$ cat src/tic_defs.svh
/*
  Constants of the time interval counter: register indices, field positions,
  reset values, counter limits and timing figures.
  Assumes inclusion by bare name from every file that needs a number.
*/
`ifndef TIC_DEFS_SVH
`define TIC_DEFS_SVH

// Clock rates
`define TIC_PCLK_HZ 25000000
`define TIC_XTAL_HZ 32768

// Register indices; byte address is four times the index
`define TIC_IDX_CTRL 8'hA1
`define TIC_IDX_SUBSEC 8'hA2
`define TIC_IDX_SEC 8'hA3
`define TIC_IDX_MIN 8'hA4
`define TIC_IDX_HOUR 8'hA5
`define TIC_IDX_INTERVAL_VALUE 8'hA6

// Control register field positions
`define TIC_CTRL_TIME_CLOCK_ENABLE 0
`define TIC_CTRL_INTERVAL_ENABLE 1
`define TIC_CTRL_FLAG 2
`define TIC_CTRL_SINGLE 3
`define TIC_CTRL_TBSEL_LO 4
`define TIC_CTRL_TBSEL_HI 5
`define TIC_CTRL_RES6 6

// Reset values
`define TIC_CTRL_RESET 8'h00
`define TIC_INTERVAL_VALUE_RESET 8'h00
`define TIC_TIME_RESET 8'h00

// Time counter limits
`define TIC_SUBSEC_MAX 8'h7F
`define TIC_SEC_MAX 8'h3B
`define TIC_MIN_MAX 8'h3B
`define TIC_HOUR_MAX 8'h17

// Interval service entry address reported with a wake request
`define TIC_WAKE_VECTOR 16'h0053

`endif

$ cat src/tic_pkg.sv
/*
  Types shared by the time interval counter modules.
  Assumes nothing beyond the compile order.
*/
package tic_pkg;

  typedef enum logic [1:0] {
    TIC_TB_TICK = 2'b00,
    TIC_TB_SEC = 2'b01,
    TIC_TB_MIN = 2'b10,
    TIC_TB_HOUR = 2'b11
  } tic_tbsel_t;

  typedef logic [7:0] tic_byte_t;

endpackage : tic_pkg

$ cat src/tic_tick_if.sv
/*
  Timebase strobes passed between the prescaler, the time counters and
  the interval counter.
  Assumes the tick and rollover members are one-cycle pulses on pclk; run is a level.
*/
`timescale 1ns/1ps
interface tic_tick_if;
  logic run;
  logic tick_128;
  logic roll_sub;
  logic roll_sec;
  logic roll_min;

  modport prescaler (input run, output tick_128);
  modport timebase (output run, input tick_128, output roll_sub, output roll_sec, output roll_min);
  modport interval (input tick_128, input roll_sub, input roll_sec, input roll_min);
endinterface : tic_tick_if

$ cat src/tic_top.sv
/*
  Time interval counter: APB register slave, real-time counters, control
  register and interval timeout with wake request.
  Assumes an APB master on pclk, a synchronous warm reset request from the
  system reset logic, and an interrupt controller that supplies the enable.
*/
// The implementer's own choices: the register offsets and the APB slave port.
// How it works
// - Counters run from crystal-rate enables, independent of any core clock.
// - Timeouts span one 1/128 s tick up to 256 hours (interval value zero).
// - Hardware counts only sub-seconds, seconds, minutes, hours; software counts days.
// - Time registers accept writes only while time clock enable is low.
// - Warm reset keeps time clock enable and time registers when enable set.
// - Power-on reset, or any reset with enable clear, zeroes time registers.
// - Two-bit select picks tick, second, minute or hour rollover for interval.
// - Counter equal to interval value sets flag; only software or a reset clears it.
// - Flag with interrupt enabled in power-down wakes part to vector 0053H.
// - Single-shot timeout clears interval enable; otherwise counting repeats.
// - Clearing interval enable disables and clears the interval counter.
// - Clearing time clock enable stops the clock, clears prescaler and time.
// - Control bits: select 5:4, single 3, flag 2, enable 1, clock 0.
// - Sub-second counter counts 0 to 127 each 1/128 s, then carries.
// - Seconds and minutes count 0 to 59, then carry upward.
// - Hours count 0 to 23 then wrap to zero.
// - Interval value register holds 0 to 255, zero after any reset.
`timescale 1ns/1ps
`include "tic_defs.svh"
module tic_top
  import tic_pkg::*;
#(
  parameter int PCLK_HZ = `TIC_PCLK_HZ,
  parameter int XTAL_HZ = `TIC_XTAL_HZ
) (
  input wire logic pclk, // system clock, 25 MHz
  input wire logic presetn, // power-on reset, active low
  input wire logic warm_reset, // hardware or watchdog reset, synchronous
  input wire logic psel, // APB select
  input wire logic penable, // APB access phase
  input wire logic pwrite, // APB write
  input wire logic [11:0] paddr, // APB byte address
  input wire logic [31:0] pwdata, // APB write data
  input wire logic [3:0] pstrb, // APB byte strobes
  output logic [31:0] prdata, // APB read data
  output logic pready, // APB ready
  output logic pslverr, // APB error
  input wire logic irq_enable, // interval interrupt enable from controller
  input wire logic power_down, // part is in power-down
  output logic interval_irq, // interval interrupt request
  output logic wake_req, // wake from power-down
  output logic [15:0] wake_vector // service entry for wake
);
  tic_tick_if tb ();

  logic [7:0] ctrl;
  tic_byte_t interval_value;
  tic_byte_t sub_second_tick_count;
  tic_byte_t one_hz_count;
  tic_byte_t minute_count;
  tic_byte_t hour_count;
  tic_byte_t interval_count;
  logic interval_match;
  logic time_clock_enable_d;
  logic time_clear;

  logic time_clock_enable;
  logic interval_enable;
  logic interval_match_flag;
  logic single_shot_select;
  tic_tbsel_t tbsel;

  logic apb_setup;
  logic apb_write;
  logic [7:0] acc_idx;
  logic idx_ok;
  logic [7:0] wbyte;
  logic [7:0] next_ctrl;
  logic [31:0] next_prdata;
  logic time_clock_enable_fall;

  // Register decode helper, used for write and read paths
  function automatic logic is_reg(input logic [11:0] addr, input logic [7:0] idx);
    is_reg = (addr == {2'b00, idx, 2'b00});
  endfunction : is_reg

  // Carry step shared by the time counters; >= also wraps a stray value
  function automatic tic_byte_t time_step(input tic_byte_t v, input tic_byte_t max);
    time_step = (v >= max) ? 8'h00 : v + 8'h01;
  endfunction : time_step

  // Out-of-range loads pinned to the limit so the carry chain stays sane
  function automatic tic_byte_t time_clamp(input tic_byte_t v, input tic_byte_t max);
    time_clamp = (v > max) ? max : v;
  endfunction : time_clamp

  assign time_clock_enable = ctrl[`TIC_CTRL_TIME_CLOCK_ENABLE];
  assign interval_enable = ctrl[`TIC_CTRL_INTERVAL_ENABLE];
  assign interval_match_flag = ctrl[`TIC_CTRL_FLAG];
  assign single_shot_select = ctrl[`TIC_CTRL_SINGLE];
  assign tbsel = tic_tbsel_t'(ctrl[`TIC_CTRL_TBSEL_HI:`TIC_CTRL_TBSEL_LO]);

  // Zero wait states; the error flag marks unmapped words
  assign apb_setup = psel && !penable;
  assign apb_write = psel && penable && pwrite && pstrb[0];
  assign acc_idx = paddr[9:2];
  assign idx_ok = (paddr[11:10] == 2'b00) && (paddr[1:0] == 2'b00) &&
                  (acc_idx >= `TIC_IDX_CTRL) && (acc_idx <= `TIC_IDX_INTERVAL_VALUE);
  assign pready = psel && penable;
  assign pslverr = psel && penable && !idx_ok;
  assign wbyte = pwdata[7:0];

  // One select per register word, index order from control upward
  localparam int NREG = 6;
  localparam int H_CTRL = 0;
  localparam int H_SUB = 1;
  localparam int H_SEC = 2;
  localparam int H_MIN = 3;
  localparam int H_HOUR = 4;
  localparam int H_IVAL = 5;
  logic [NREG-1:0] hit;
  logic [NREG-1:0] wr_hit;
  genvar gi;
  generate
    for (gi = 0; gi < NREG; gi++) begin : g_hit
      assign hit[gi] = is_reg(paddr, 8'(`TIC_IDX_CTRL + gi));
    end
  endgenerate
  // Writes decoded once, shared by every register
  assign wr_hit = hit & {NREG{apb_write}};

  tic_prescaler #(
    .PCLK_HZ(PCLK_HZ),
    .XTAL_HZ(XTAL_HZ)
  ) u_prescaler (
    .pclk(pclk),
    .presetn(presetn),
    .tb(tb)
  );

  tic_interval #(
    .WIDTH(8)
  ) u_interval (
    .pclk(pclk),
    .presetn(presetn),
    .tb(tb),
    .tbsel(tbsel),
    .enable(interval_enable),
    .limit(interval_value),
    .count(interval_count),
    .match(interval_match)
  );

  assign tb.run = time_clock_enable;
  assign tb.roll_sub = tb.tick_128 && (sub_second_tick_count == `TIC_SUBSEC_MAX);
  assign tb.roll_sec = tb.roll_sub && (one_hz_count == `TIC_SEC_MAX);
  assign tb.roll_min = tb.roll_sec && (minute_count == `TIC_MIN_MAX);

  // Next control value; the timeout is applied after the write so a set wins
  always_comb begin
    next_ctrl = ctrl;
    if (warm_reset) begin
      // Warm reset spares only a running clock enable
      next_ctrl = `TIC_CTRL_RESET;
      next_ctrl[`TIC_CTRL_TIME_CLOCK_ENABLE] = ctrl[`TIC_CTRL_TIME_CLOCK_ENABLE];
    end else begin
      if (wr_hit[H_CTRL]) begin
        next_ctrl[`TIC_CTRL_RES6:`TIC_CTRL_SINGLE] = wbyte[`TIC_CTRL_RES6:`TIC_CTRL_SINGLE];
        next_ctrl[`TIC_CTRL_INTERVAL_ENABLE] = wbyte[`TIC_CTRL_INTERVAL_ENABLE];
        next_ctrl[`TIC_CTRL_TIME_CLOCK_ENABLE] = wbyte[`TIC_CTRL_TIME_CLOCK_ENABLE];
        // Writing one to the flag leaves it; zero clears it
        next_ctrl[`TIC_CTRL_FLAG] = interval_match_flag & wbyte[`TIC_CTRL_FLAG];
      end
      if (interval_match) begin
        next_ctrl[`TIC_CTRL_FLAG] = 1'b1;
        if (single_shot_select) begin
          next_ctrl[`TIC_CTRL_INTERVAL_ENABLE] = 1'b0;
        end
      end
    end
  end

  always_ff @(posedge pclk or negedge presetn) begin
    if (!presetn) begin
      ctrl <= `TIC_CTRL_RESET;
    end else begin
      ctrl <= next_ctrl;
    end
  end

  // Falling clock enable, seen one cycle late so writes while low still land
  always_ff @(posedge pclk or negedge presetn) begin
    if (!presetn) begin
      time_clock_enable_d <= 1'b0;
    end else begin
      time_clock_enable_d <= time_clock_enable;
    end
  end

  // Power-on clears through presetn; this covers a stop and a warm reset with clock enable low
  assign time_clock_enable_fall = time_clock_enable_d && !time_clock_enable;
  assign time_clear = time_clock_enable_fall || (warm_reset && !time_clock_enable);

  // Interval value: plain byte, cleared by every reset
  always_ff @(posedge pclk or negedge presetn) begin
    if (!presetn) begin
      interval_value <= `TIC_INTERVAL_VALUE_RESET;
    end else if (warm_reset) begin
      interval_value <= `TIC_INTERVAL_VALUE_RESET;
    end else if (wr_hit[H_IVAL]) begin
      interval_value <= wbyte;
    end
  end

  // Sub-second counter
  always_ff @(posedge pclk or negedge presetn) begin
    if (!presetn) begin
      sub_second_tick_count <= `TIC_TIME_RESET;
    end else if (time_clear) begin
      sub_second_tick_count <= `TIC_TIME_RESET;
    end else if (!time_clock_enable) begin
      if (wr_hit[H_SUB]) begin
        sub_second_tick_count <= wbyte & `TIC_SUBSEC_MAX;
      end
    end else if (tb.tick_128) begin
      sub_second_tick_count <= time_step(sub_second_tick_count, `TIC_SUBSEC_MAX);
    end
  end

  // Seconds counter
  always_ff @(posedge pclk or negedge presetn) begin
    if (!presetn) begin
      one_hz_count <= `TIC_TIME_RESET;
    end else if (time_clear) begin
      one_hz_count <= `TIC_TIME_RESET;
    end else if (!time_clock_enable) begin
      if (wr_hit[H_SEC]) begin
        one_hz_count <= time_clamp(wbyte, `TIC_SEC_MAX);
      end
    end else if (tb.roll_sub) begin
      one_hz_count <= time_step(one_hz_count, `TIC_SEC_MAX);
    end
  end

  // Minutes counter
  always_ff @(posedge pclk or negedge presetn) begin
    if (!presetn) begin
      minute_count <= `TIC_TIME_RESET;
    end else if (time_clear) begin
      minute_count <= `TIC_TIME_RESET;
    end else if (!time_clock_enable) begin
      if (wr_hit[H_MIN]) begin
        minute_count <= time_clamp(wbyte, `TIC_MIN_MAX);
      end
    end else if (tb.roll_sec) begin
      minute_count <= time_step(minute_count, `TIC_MIN_MAX);
    end
  end

  // Hours counter; no day count in hardware
  always_ff @(posedge pclk or negedge presetn) begin
    if (!presetn) begin
      hour_count <= `TIC_TIME_RESET;
    end else if (time_clear) begin
      hour_count <= `TIC_TIME_RESET;
    end else if (!time_clock_enable) begin
      if (wr_hit[H_HOUR]) begin
        hour_count <= time_clamp(wbyte, `TIC_HOUR_MAX);
      end
    end else if (tb.roll_min) begin
      hour_count <= time_step(hour_count, `TIC_HOUR_MAX);
    end
  end

  // Read mux; control bit 7 is reserved and reads zero
  always_comb begin
    next_prdata = 32'h00000000;
    unique case (1'b1)
      hit[H_CTRL]: next_prdata[6:0] = ctrl[6:0];
      hit[H_SUB]: next_prdata[7:0] = sub_second_tick_count;
      hit[H_SEC]: next_prdata[7:0] = one_hz_count;
      hit[H_MIN]: next_prdata[7:0] = minute_count;
      hit[H_HOUR]: next_prdata[7:0] = hour_count;
      hit[H_IVAL]: next_prdata[7:0] = interval_value;
      default: next_prdata = 32'h00000000;
    endcase
  end

  // Read data captured in the setup cycle; one cycle old at the access edge
  always_ff @(posedge pclk or negedge presetn) begin
    if (!presetn) begin
      prdata <= 32'h00000000;
    end else if (apb_setup && !pwrite) begin
      prdata <= next_prdata;
    end
  end

  // Interrupt enable and power-down state belong to the system
  assign interval_irq = interval_match_flag && irq_enable;
  assign wake_req = interval_match_flag && irq_enable && power_down;
  assign wake_vector = `TIC_WAKE_VECTOR;
endmodule : tic_top

$ cat src/tic_prescaler.sv
/*
  Crystal-rate enable and 8-bit prescaler giving the 1/128 s tick.
  Assumes pclk is the always-on clock and run is the time clock enable.
*/
`timescale 1ns/1ps
`include "tic_defs.svh"
module tic_prescaler
  import tic_pkg::*;
#(
  parameter int PCLK_HZ = `TIC_PCLK_HZ,
  parameter int XTAL_HZ = `TIC_XTAL_HZ
) (
  input wire logic pclk, // system clock
  input wire logic presetn, // power-on reset, active low
  tic_tick_if.prescaler tb // tick strobes
);
  localparam logic [25:0] PCLK_W = 26'(PCLK_HZ);
  localparam logic [25:0] XTAL_W = 26'(XTAL_HZ);

  logic [25:0] acc;
  logic [25:0] next_acc;
  logic xtal_en;
  logic [7:0] prescale;

  // Fractional divider: crystal edges keep running even when gated
  always_comb begin
    next_acc = acc + XTAL_W;
    xtal_en = 1'b0;
    if (next_acc >= PCLK_W) begin
      next_acc = next_acc - PCLK_W;
      xtal_en = 1'b1;
    end
  end

  always_ff @(posedge pclk or negedge presetn) begin
    if (!presetn) begin
      acc <= '0;
    end else begin
      acc <= next_acc;
    end
  end

  // Cleared while gated off
  always_ff @(posedge pclk or negedge presetn) begin
    if (!presetn) begin
      prescale <= 8'h00;
    end else if (!tb.run) begin
      prescale <= 8'h00;
    end else if (xtal_en) begin
      prescale <= prescale + 8'h01;
    end
  end

  assign tb.tick_128 = tb.run && xtal_en && (prescale == 8'hFF);
endmodule : tic_prescaler

$ cat src/tic_interval.sv
/*
  8-bit interval counter clocked by the selected timebase rollover.
  Assumes the strobes of the tick interface are single-cycle pulses.
*/
`timescale 1ns/1ps
`include "tic_defs.svh"
module tic_interval
  import tic_pkg::*;
#(
  parameter int WIDTH = 8
) (
  input wire logic pclk, // system clock
  input wire logic presetn, // power-on reset, active low
  tic_tick_if.interval tb, // timebase strobes
  input wire tic_tbsel_t tbsel, // timebase select
  input wire logic enable, // interval enable
  input wire logic [WIDTH-1:0] limit, // programmed interval
  output logic [WIDTH-1:0] count, // current count
  output logic match // one-cycle timeout pulse
);
  logic step;
  logic [WIDTH-1:0] next_count;

  always_comb begin
    unique case (tbsel)
      TIC_TB_TICK: step = tb.tick_128;
      TIC_TB_SEC: step = tb.roll_sub;
      TIC_TB_MIN: step = tb.roll_sec;
      TIC_TB_HOUR: step = tb.roll_min;
    endcase
  end

  assign next_count = count + WIDTH'(1);
  assign match = enable && step && (next_count == limit);

  always_ff @(posedge pclk or negedge presetn) begin
    if (!presetn) begin
      count <= '0;
    end else if (!enable) begin
      count <= '0;
    end else if (match) begin
      count <= '0;
    end else if (step) begin
      count <= next_count;
    end
  end
endmodule : tic_interval

$ cat config.mk
export PLATFORM = sky130hd
export DESIGN_NAME = tic_top
export DESIGN_NICKNAME = d
export VERILOG_FILES = /design/src/tic_pkg.sv /design/src/tic_tick_if.sv /design/src/tic_top.sv /design/src/tic_prescaler.sv /design/src/tic_interval.sv
export VERILOG_INCLUDE_DIRS = /design/src
export SDC_FILE = /design/constraint.sdc
export NUM_CORES = 1
export LEC_CHECK = 0
export BUFFER_PORTS_ARGS = -buffer_cell sky130_fd_sc_hd__buf_2
export CAP_MARGIN = 10
export CORE_MARGIN = 2
export CORE_UTILIZATION = 49
export DETAILED_ROUTE_END_ITERATION = 10
export GPL_ROUTABILITY_DRIVEN = 0
export GPL_TIMING_DRIVEN = 1
export PLACE_DENSITY = 0.71
export RECOVER_POWER = 50
export SLEW_MARGIN = 40
export SYNTH_ARGS = -nofsm -noshare
export SYNTH_HDL_FRONTEND = slang
export SYNTH_SLANG_ARGS = --single-unit
$ cat constraint.sdc
create_clock -name pclk -period 3.2 [get_ports pclk]
set_input_delay 0.64 -clock pclk [delete_from_list [all_inputs] [get_ports pclk]]
set_output_delay 0.64 -clock pclk [all_outputs]
set_load 0.02 [all_outputs]
==> results of run 1 <==
[state kept, by name, indices dropped and copies added (netlist names)]
signal	flops
sub_second_tick_count	8
minute_count	8
u_prescaler.prescale	8
ctrl	7
time_clock_enable_d	1
interval_value	8
prdata	8
u_prescaler.acc	20
one_hz_count	8
hour_count	8
u_interval.count	8
[cell type report]
| type | count | share of cell area |
|---|---|---|
| clock buffers | 12 | 0.0385 |
| well taps | 172 | 0.0311 |
| multi-input cells | 572 | 0.517 |
| inverters | 20 | 0.0108 |
| clock inverters | 4 | 0.00452 |
| repair buffers | 72 | 0.0656 |
| flip-flops and latches | 92 | 0.332 |
[final timing paths]
check | cells after the start | slack [ns] | endpoint | start
setup / recovery | 8 | 0.21 | sub_second_tick_count[1] | u_prescaler.acc[16]
min in group asynchronous | 1 | 0.97 | u_interval.count[7] | presetn
max in group asynchronous | 1 | 0.93 | one_hz_count[5] | presetn
hold / removal | 1 | 0.48 | u_prescaler.acc[14] | u_prescaler.acc[14]
hold reg to reg | 1 | 0.48 | u_prescaler.acc[14] | u_prescaler.acc[14]
setup reg to reg | 8 | 0.21 | sub_second_tick_count[1] | u_prescaler.acc[16]
[Yosys cell counts (4+ instances only)]
library cell,number
dfrtp_1,92
nand2_1,78
nor2_1,63
buf_4,41
a21oi_1,40
o21ai_0,34
nand3_1,31
xnor2_1,28
nor3_1,22
clkbuf_1,21
inv_1,19
nand4_1,17
mux2i_1,15
a22oi_1,14
and2_1,13
xor2_1,12
a31oi_1,11
ha_1,11
o211ai_1,10
a211oi_1,9
a221oi_1,8
nor4_1,8
and4_1,7
and3_1,6
buf_2,6
a22o_1,5
or2_2,5
mux2_2,4
nor3b_1,4
o31a_1,4
o31ai_1,4
[kinds of logic after synthesis]
kind of cell               Yosys count  synth area share
and+or+nand+nor                    285             0.242
AOI/OAI and AO/OA                  177             0.198
DFF                                 92             0.369
buffers and inverters               90            0.0801
xor gates and xnor gates            40            0.0562
muxes                               19            0.0313
adders and majority gates           11            0.0221
other                                2           0.00121
[worst register-to-register path: stages, from the launching register on]
cell	delay (ns)
dfrtp_1	0.44
ha_1	0.33
a21o_1	0.17
a21oi_1	0.08
a211oi_1	0.60
o311a_1	0.53
nor3_4	0.14
o21ai_2	0.23
mux2_2	0.36
[routing by layer]
metal  part of all wire  up-vias
met5                  0        -
met4              0.029        0
met3              0.075       36
met2               0.47      277
met1               0.42     2695
li1                   -     2651
[power by group through the flow]
stage,registers (uW),logic [uW],clock network [uW]
2_1_floorplan,1190,112,0
3_3_place_gp,1190,130,0
3_5_place_dp,1190,133,0
4_1_cts,1170,133,1080
5_1_grt,1170,149,1130
6_report,1170,133,1060
[metrics by stage]
step | area, um^2 | hold slack [ns] | std cells | total power [uW]
after detailed placement | 6630 | 0.466 | 928 | 1320
after global placement | 6630 | 0.459 | 928 | 1320
after CTS | 6930 | 0.289 | 944 | 2380
after global routing | 6930 | 0.496 | 944 | 2450
final | 6930 | 0.479 | 944 | 2360
after floorplan | 6370 | 0.344 | 754 | 1300
==> flow_summary_export.csv, run 1 <==
group,metric,value,unit
sta,setup_tns,0,ns
cells_and_area,num-fill-cells,1180,
sta,fin_ws,0.214,ns
clock_network,cts.clk_slew.worst_paths,0.06,ns
synthesis,yosys.area.top_type,"dfrtp_1",
drt,viasPerCell,5.99,
drt,wire_per_inst,17.4,um
floorplanning,die_area,13600,um^2
cells_and_area,regArea,2300,um^2
floorplanning,die_w,117,um
job,cap_violations,1,
clock_network,numCtsBuffers,9,
critical_path,path_buf_inv,0,
sta,maxSlewViolCount,42,
sta,fin_skew,0.0115,ns
sta,rsz0062_at_grt,"no",
cells_and_area,multi_input_area,3580,um^2
place,dp_hpwl,12.2,mm
clock_network,clock-root-buffer,"clkbuf_16",
floorplanning,fp.dieH,117,um
power_and_ir_drop,clockPowerShare,0.448,
grt,grt_remaining_overflow,0,
synthesis,yosys-top-cells-area,"dfrtp_1 (37%), buf_4 (4.9%), nand2_1 (4.7%)",
grt,use_met2,0.411,
cells_and_area,nets,834,
cells_and_area,n_antenna_cell,0,
clock_network,cts_max_path_buffers,2,
clock_network,htreeDepth,3,
critical_path,crit_arrival,3.22,ns
synthesis,ys.warnings.count,0,
synthesis,async_flop_share,1.00,
clock_network,cts_sinks,92,
clock_network,cts_hold_buf,0,
sta,tightest_slew,2.27,ns
power_and_ir_drop,ir_drop,0.209,mV
drt,vias,5659,
power_and_ir_drop,powerDensity,341,nW/um^2
power_and_ir_drop,p_comb_frac,0.056,
cells_and_area,final_common_cell,"dfrtp_1",
critical_path,critical_path.top_delay_family,"compound AO/OA/AOI/OAI gates",
power_and_ir_drop,p_int,1790,uW
floorplanning,fp.coreArea,12500,um^2
cells_and_area,area_delta_synth_final,11.1,%
synthesis,yosysUniqueCellTypes,73,
drt,route.detailed.drc,0,
power_and_ir_drop,p_sw_frac,0.243,
synthesis,yosysTopAreaCellShare,0.369,
critical_path,cp_cell_sequence,"ha_1 > a21o_1 > a21oi_1 > a211oi_1 > o311a_1 > nor3_4 > o21ai_2 > mux2_2",
synthesis,netlist_area,6230,um^2
floorplanning,initial_core_util,0.498,
power_and_ir_drop,p_switching,575,uW
drt,firstDrtPassIters,5,
floorplanning,rows,41,
clock_network,clk_latency,0.35,ns
synthesis,ys_seq_elements,92,
cells_and_area,final_cell_mix,"dfrtp_1 (92), nand2_1 (78), nor2_1 (62), a21oi_1 (40), conb_1 (40)",
grt,antenna_found_initial,0,
grt,grt_pass1_wl,26.6,mm
place,pre_cts_ws,0.0850,ns
synthesis,synth_enable_flop_cells,0,
power_and_ir_drop,seqPwrFrac,0.495,
sta,finalSetupViolCount,0,
clock_network,cts_resized,0,
grt,grt_use_met3,0.0510,
critical_path,slowest_delay,0.60,ns
synthesis,synth_cells,716,
critical_path,worstPathRequired,3.43,ns
clock_network,postCtsSetupRepairBufs,0,
drt,drtIter0Drc,449,
cells_and_area,final_util,0.553,
grt,use_met1,0.318,
status,violations,"max-capacitance violations, max-slew violations",
sta,finalCritPeriodShare,0.933,
clock_network,tritoncts,"done",
critical_path,worst_setup_path_end_kind,"register",
place,io_buffer_count,40,
power_and_ir_drop,p_leak,0.00302,uW
critical_path,crit_fanout,7,
sta,min_period,2.99,ns
critical_path,slowest_stage,"a211oi_1",
worst_hold_path,hp-class,"reg -> reg",
synthesis,synthFlopType,"dfrtp_1",
sta,max_freq,335,MHz
drt,ant_nets,0,
critical_path,setup.worst_path.class,"reg -> reg",
grt,track_usage,0.249,
grt,grt_pass1_vias,5401,
critical_path,startpoint_type,"register",
grt,busiest_layer,"met2",
cells_and_area,drive_above_1_share,0.139,
sta,slew_headroom,-0.514,
status,status,"finished with violations",
sta,hold_viol,0,
synthesis,yosysSeqAreaShare,0.369,
floorplanning,io_pins,108,
synthesis,synth.avg_cell_area,8.70,um^2
grt,grt_max_degree,52,
drt,drt_wl_total,16.4,mm
Note: power is estimated with default switching activity, not from simulation.
==> inputs of run 2 (changes only) <==
==> constraint.sdc (replaced) <==
create_clock -name pclk -period 3.2 [get_ports pclk]
set_input_delay 0.48 -clock pclk [delete_from_list [all_inputs] [get_ports pclk]]
set_output_delay 0.48 -clock pclk [all_outputs]
set_load 0.02 [all_outputs]
==> flow_summary_export.csv, run 2 (same netlist as run 1, synthesis figures left out) <==
group,metric,value,unit
cells_and_area,regArea,2300,um^2
cells_and_area,area_delta_synth_final,11.1,%
critical_path,startpoint,"u_prescaler.acc[19]",
grt,antenna_found_initial,0,
clock_network,cts_max_path_buffers,2,
sta,setup_tns,0,ns
drt,firstDrtPassIters,6,
critical_path,crit_arrival,3.20,ns
clock_network,clock-root-buffer,"clkbuf_16",
critical_path,r2r_cells,7,
cells_and_area,nets,832,
drt,wl_met1,6.88,mm
drt,met2WireLength,7.37,mm
floorplanning,fp.dieH,117,um
cells_and_area,largest_reg_flops,20,
cells_and_area,num-fill-cells,1158,
clock_network,numCtsBuffers,9,
critical_path,critical_path.top_delay_family,"compound AO/OA/AOI/OAI gates",
cells_and_area,n_antenna_cell,0,
critical_path,endpoint,"one_hz_count[3]",
clock_network,cts.clk_slew.worst_paths,0.07,ns
drt,viasPerCell,6.01,
drt,wire_per_inst,17.4,um
cells_and_area,final_common_cell,"dfrtp_1",
critical_path,worst_setup_path_end_kind,"register",
sta,finalSetupViolCount,0,
place,pre_cts_ws,-0.0516,ns
critical_path,reg2reg_slack,0.24,ns
sta,tightest_slew,1.66,ns
critical_path,regToRegStartpoint,"u_prescaler.acc[19]",
grt,grt_pass1_vias,5177,
sta,maxSlewViolCount,65,
grt,grt_pass1_wl,26.0,mm
grt,grt_max_degree,65,
critical_path,path_buf_inv,0,
floorplanning,rows,41,
drt,ant_nets,0,
status,violations,"max-capacitance violations, max-slew violations",
sta,fin_skew,0.00867,ns
sta,finalCritPeriodShare,0.924,
power_and_ir_drop,powerDensity,364,nW/um^2
job,cap_violations,1,
drt,met3_length,1.44,mm
worst_hold_path,hp-class,"in -> reg",
critical_path,cp_cell_sequence,"nand4_1 > a2111oi_1 > a211oi_1 > o311a_1 > nor4_4 > nor2_1 > a22o_1",
sta,fin_ws,0.244,ns
drt,route.detailed.drc,0,
critical_path,crit_fanout,8,
sta,rsz0062_at_grt,"no",
sta,min_period,2.96,ns
status,status,"finished with violations",
clock_network,htreeDepth,3,
critical_path,critical_path_depth,7,
cells_and_area,final_cell_mix,"dfrtp_1 (92), nand2_1 (78), nor2_1 (62), a21oi_1 (40), conb_1 (40)",
clock_network,cts_sinks,92,
clock_network,tritoncts,"done",
sta,hold_viol,0,
sta,max_freq,338,MHz
floorplanning,fp.coreArea,12500,um^2
power_and_ir_drop,p_leak,0.00302,uW
clock_network,clk_latency,0.35,ns
grt,track_usage,0.246,
critical_path,slowest_delay,0.52,ns
drt,vias,5666,
sta,slew_headroom,-0.104,
cells_and_area,multi_input_area,3590,um^2
drt,drtIter0Drc,570,
critical_path,slowest_stage,"o311a_1",
grt,grt_remaining_overflow,0,
clock_network,cts_hold_buf,0,
power_and_ir_drop,ir_drop,0.259,mV
floorplanning,initial_core_util,0.498,
critical_path,r2r-end,"one_hz_count[3]",
floorplanning,die_area,13600,um^2
critical_path,startpoint_type,"register",
clock_network,cts_resized,1,
floorplanning,io_pins,108,
place,io_buffer_count,40,
place,dp_hpwl,12.1,mm
drt,routed.top_layer,"met4",
sta,whs,0.456,ns
drt,drt_wl_total,16.4,mm
cells_and_area,drive_above_1_share,0.135,
worst_hold_path,whs_path_depth,3,
critical_path,worstPathRequired,3.44,ns
critical_path,setup.worst_path.class,"reg -> reg",
clock_network,postCtsSetupRepairBufs,0,
floorplanning,die_w,117,um
cells_and_area,top_register,"u_prescaler.acc",
==> run 2: power breakdown <==
group,internal (uW),switching [uW],total [uW]
Sequential,1170,5.11,1170
Clock,765,459,1220
Combinational,26.0,105,131
==> run 2: layer usage <==
layer / track usage / vias up
met1: 0.323 / 2636
met4: 0.122 / 0
li1: - / 2647
met2: 0.380 / 314
met5: 0 / -
met3: 0.0618 / 69
==> run 2: worst min path at each step <==
| stage | slack (ns) | start | endpoint |
|---|---|---|---|
| after detailed placement | 0.47 | prdata[3] | prdata[3] |
| after CTS | 0.26 | presetn | u_interval.count[0] |
| after global routing | 0.44 | pwdata[0] | ctrl[0] |
| final | 0.46 | pwdata[0] | ctrl[0] |
| after floorplan | 0.18 | presetn | ctrl[0] |
| after global placement | 0.46 | prdata[1] | prdata[1] |
==> run 2: through the flow <==
step                instances  utilization  total power [uW]  cell area (um^2)
detailed placement        926        0.527              1320              6590
global placement          926        0.527              1320              6590
floorplan                 754            -              1300              6370
global route              942        0.553              2610              6930
finish                    942        0.553              2520              6930
CTS                       942        0.554              2550              6940
==> run 2: area by class of cell <==
| type | instances | share of cell area |
|---|---|---|
| tap | 172 | 0.0311 |
| clock inverter | 6 | 0.0161 |
| timing repair buffer | 70 | 0.0589 |
| clock buffer | 10 | 0.0331 |
| inverter | 20 | 0.0108 |
| sequential | 92 | 0.332 |
| multi-input combinational | 572 | 0.518 |
==> run 2: worst reg2reg max path, stage by stage (launching register included) <==
cell       delay, ns
dfrtp_1         0.48
nand4_1         0.23
a2111oi_1       0.47
a211oi_1        0.20
o311a_1         0.52
nor4_4          0.50
nor2_1          0.17
a22o_1          0.27
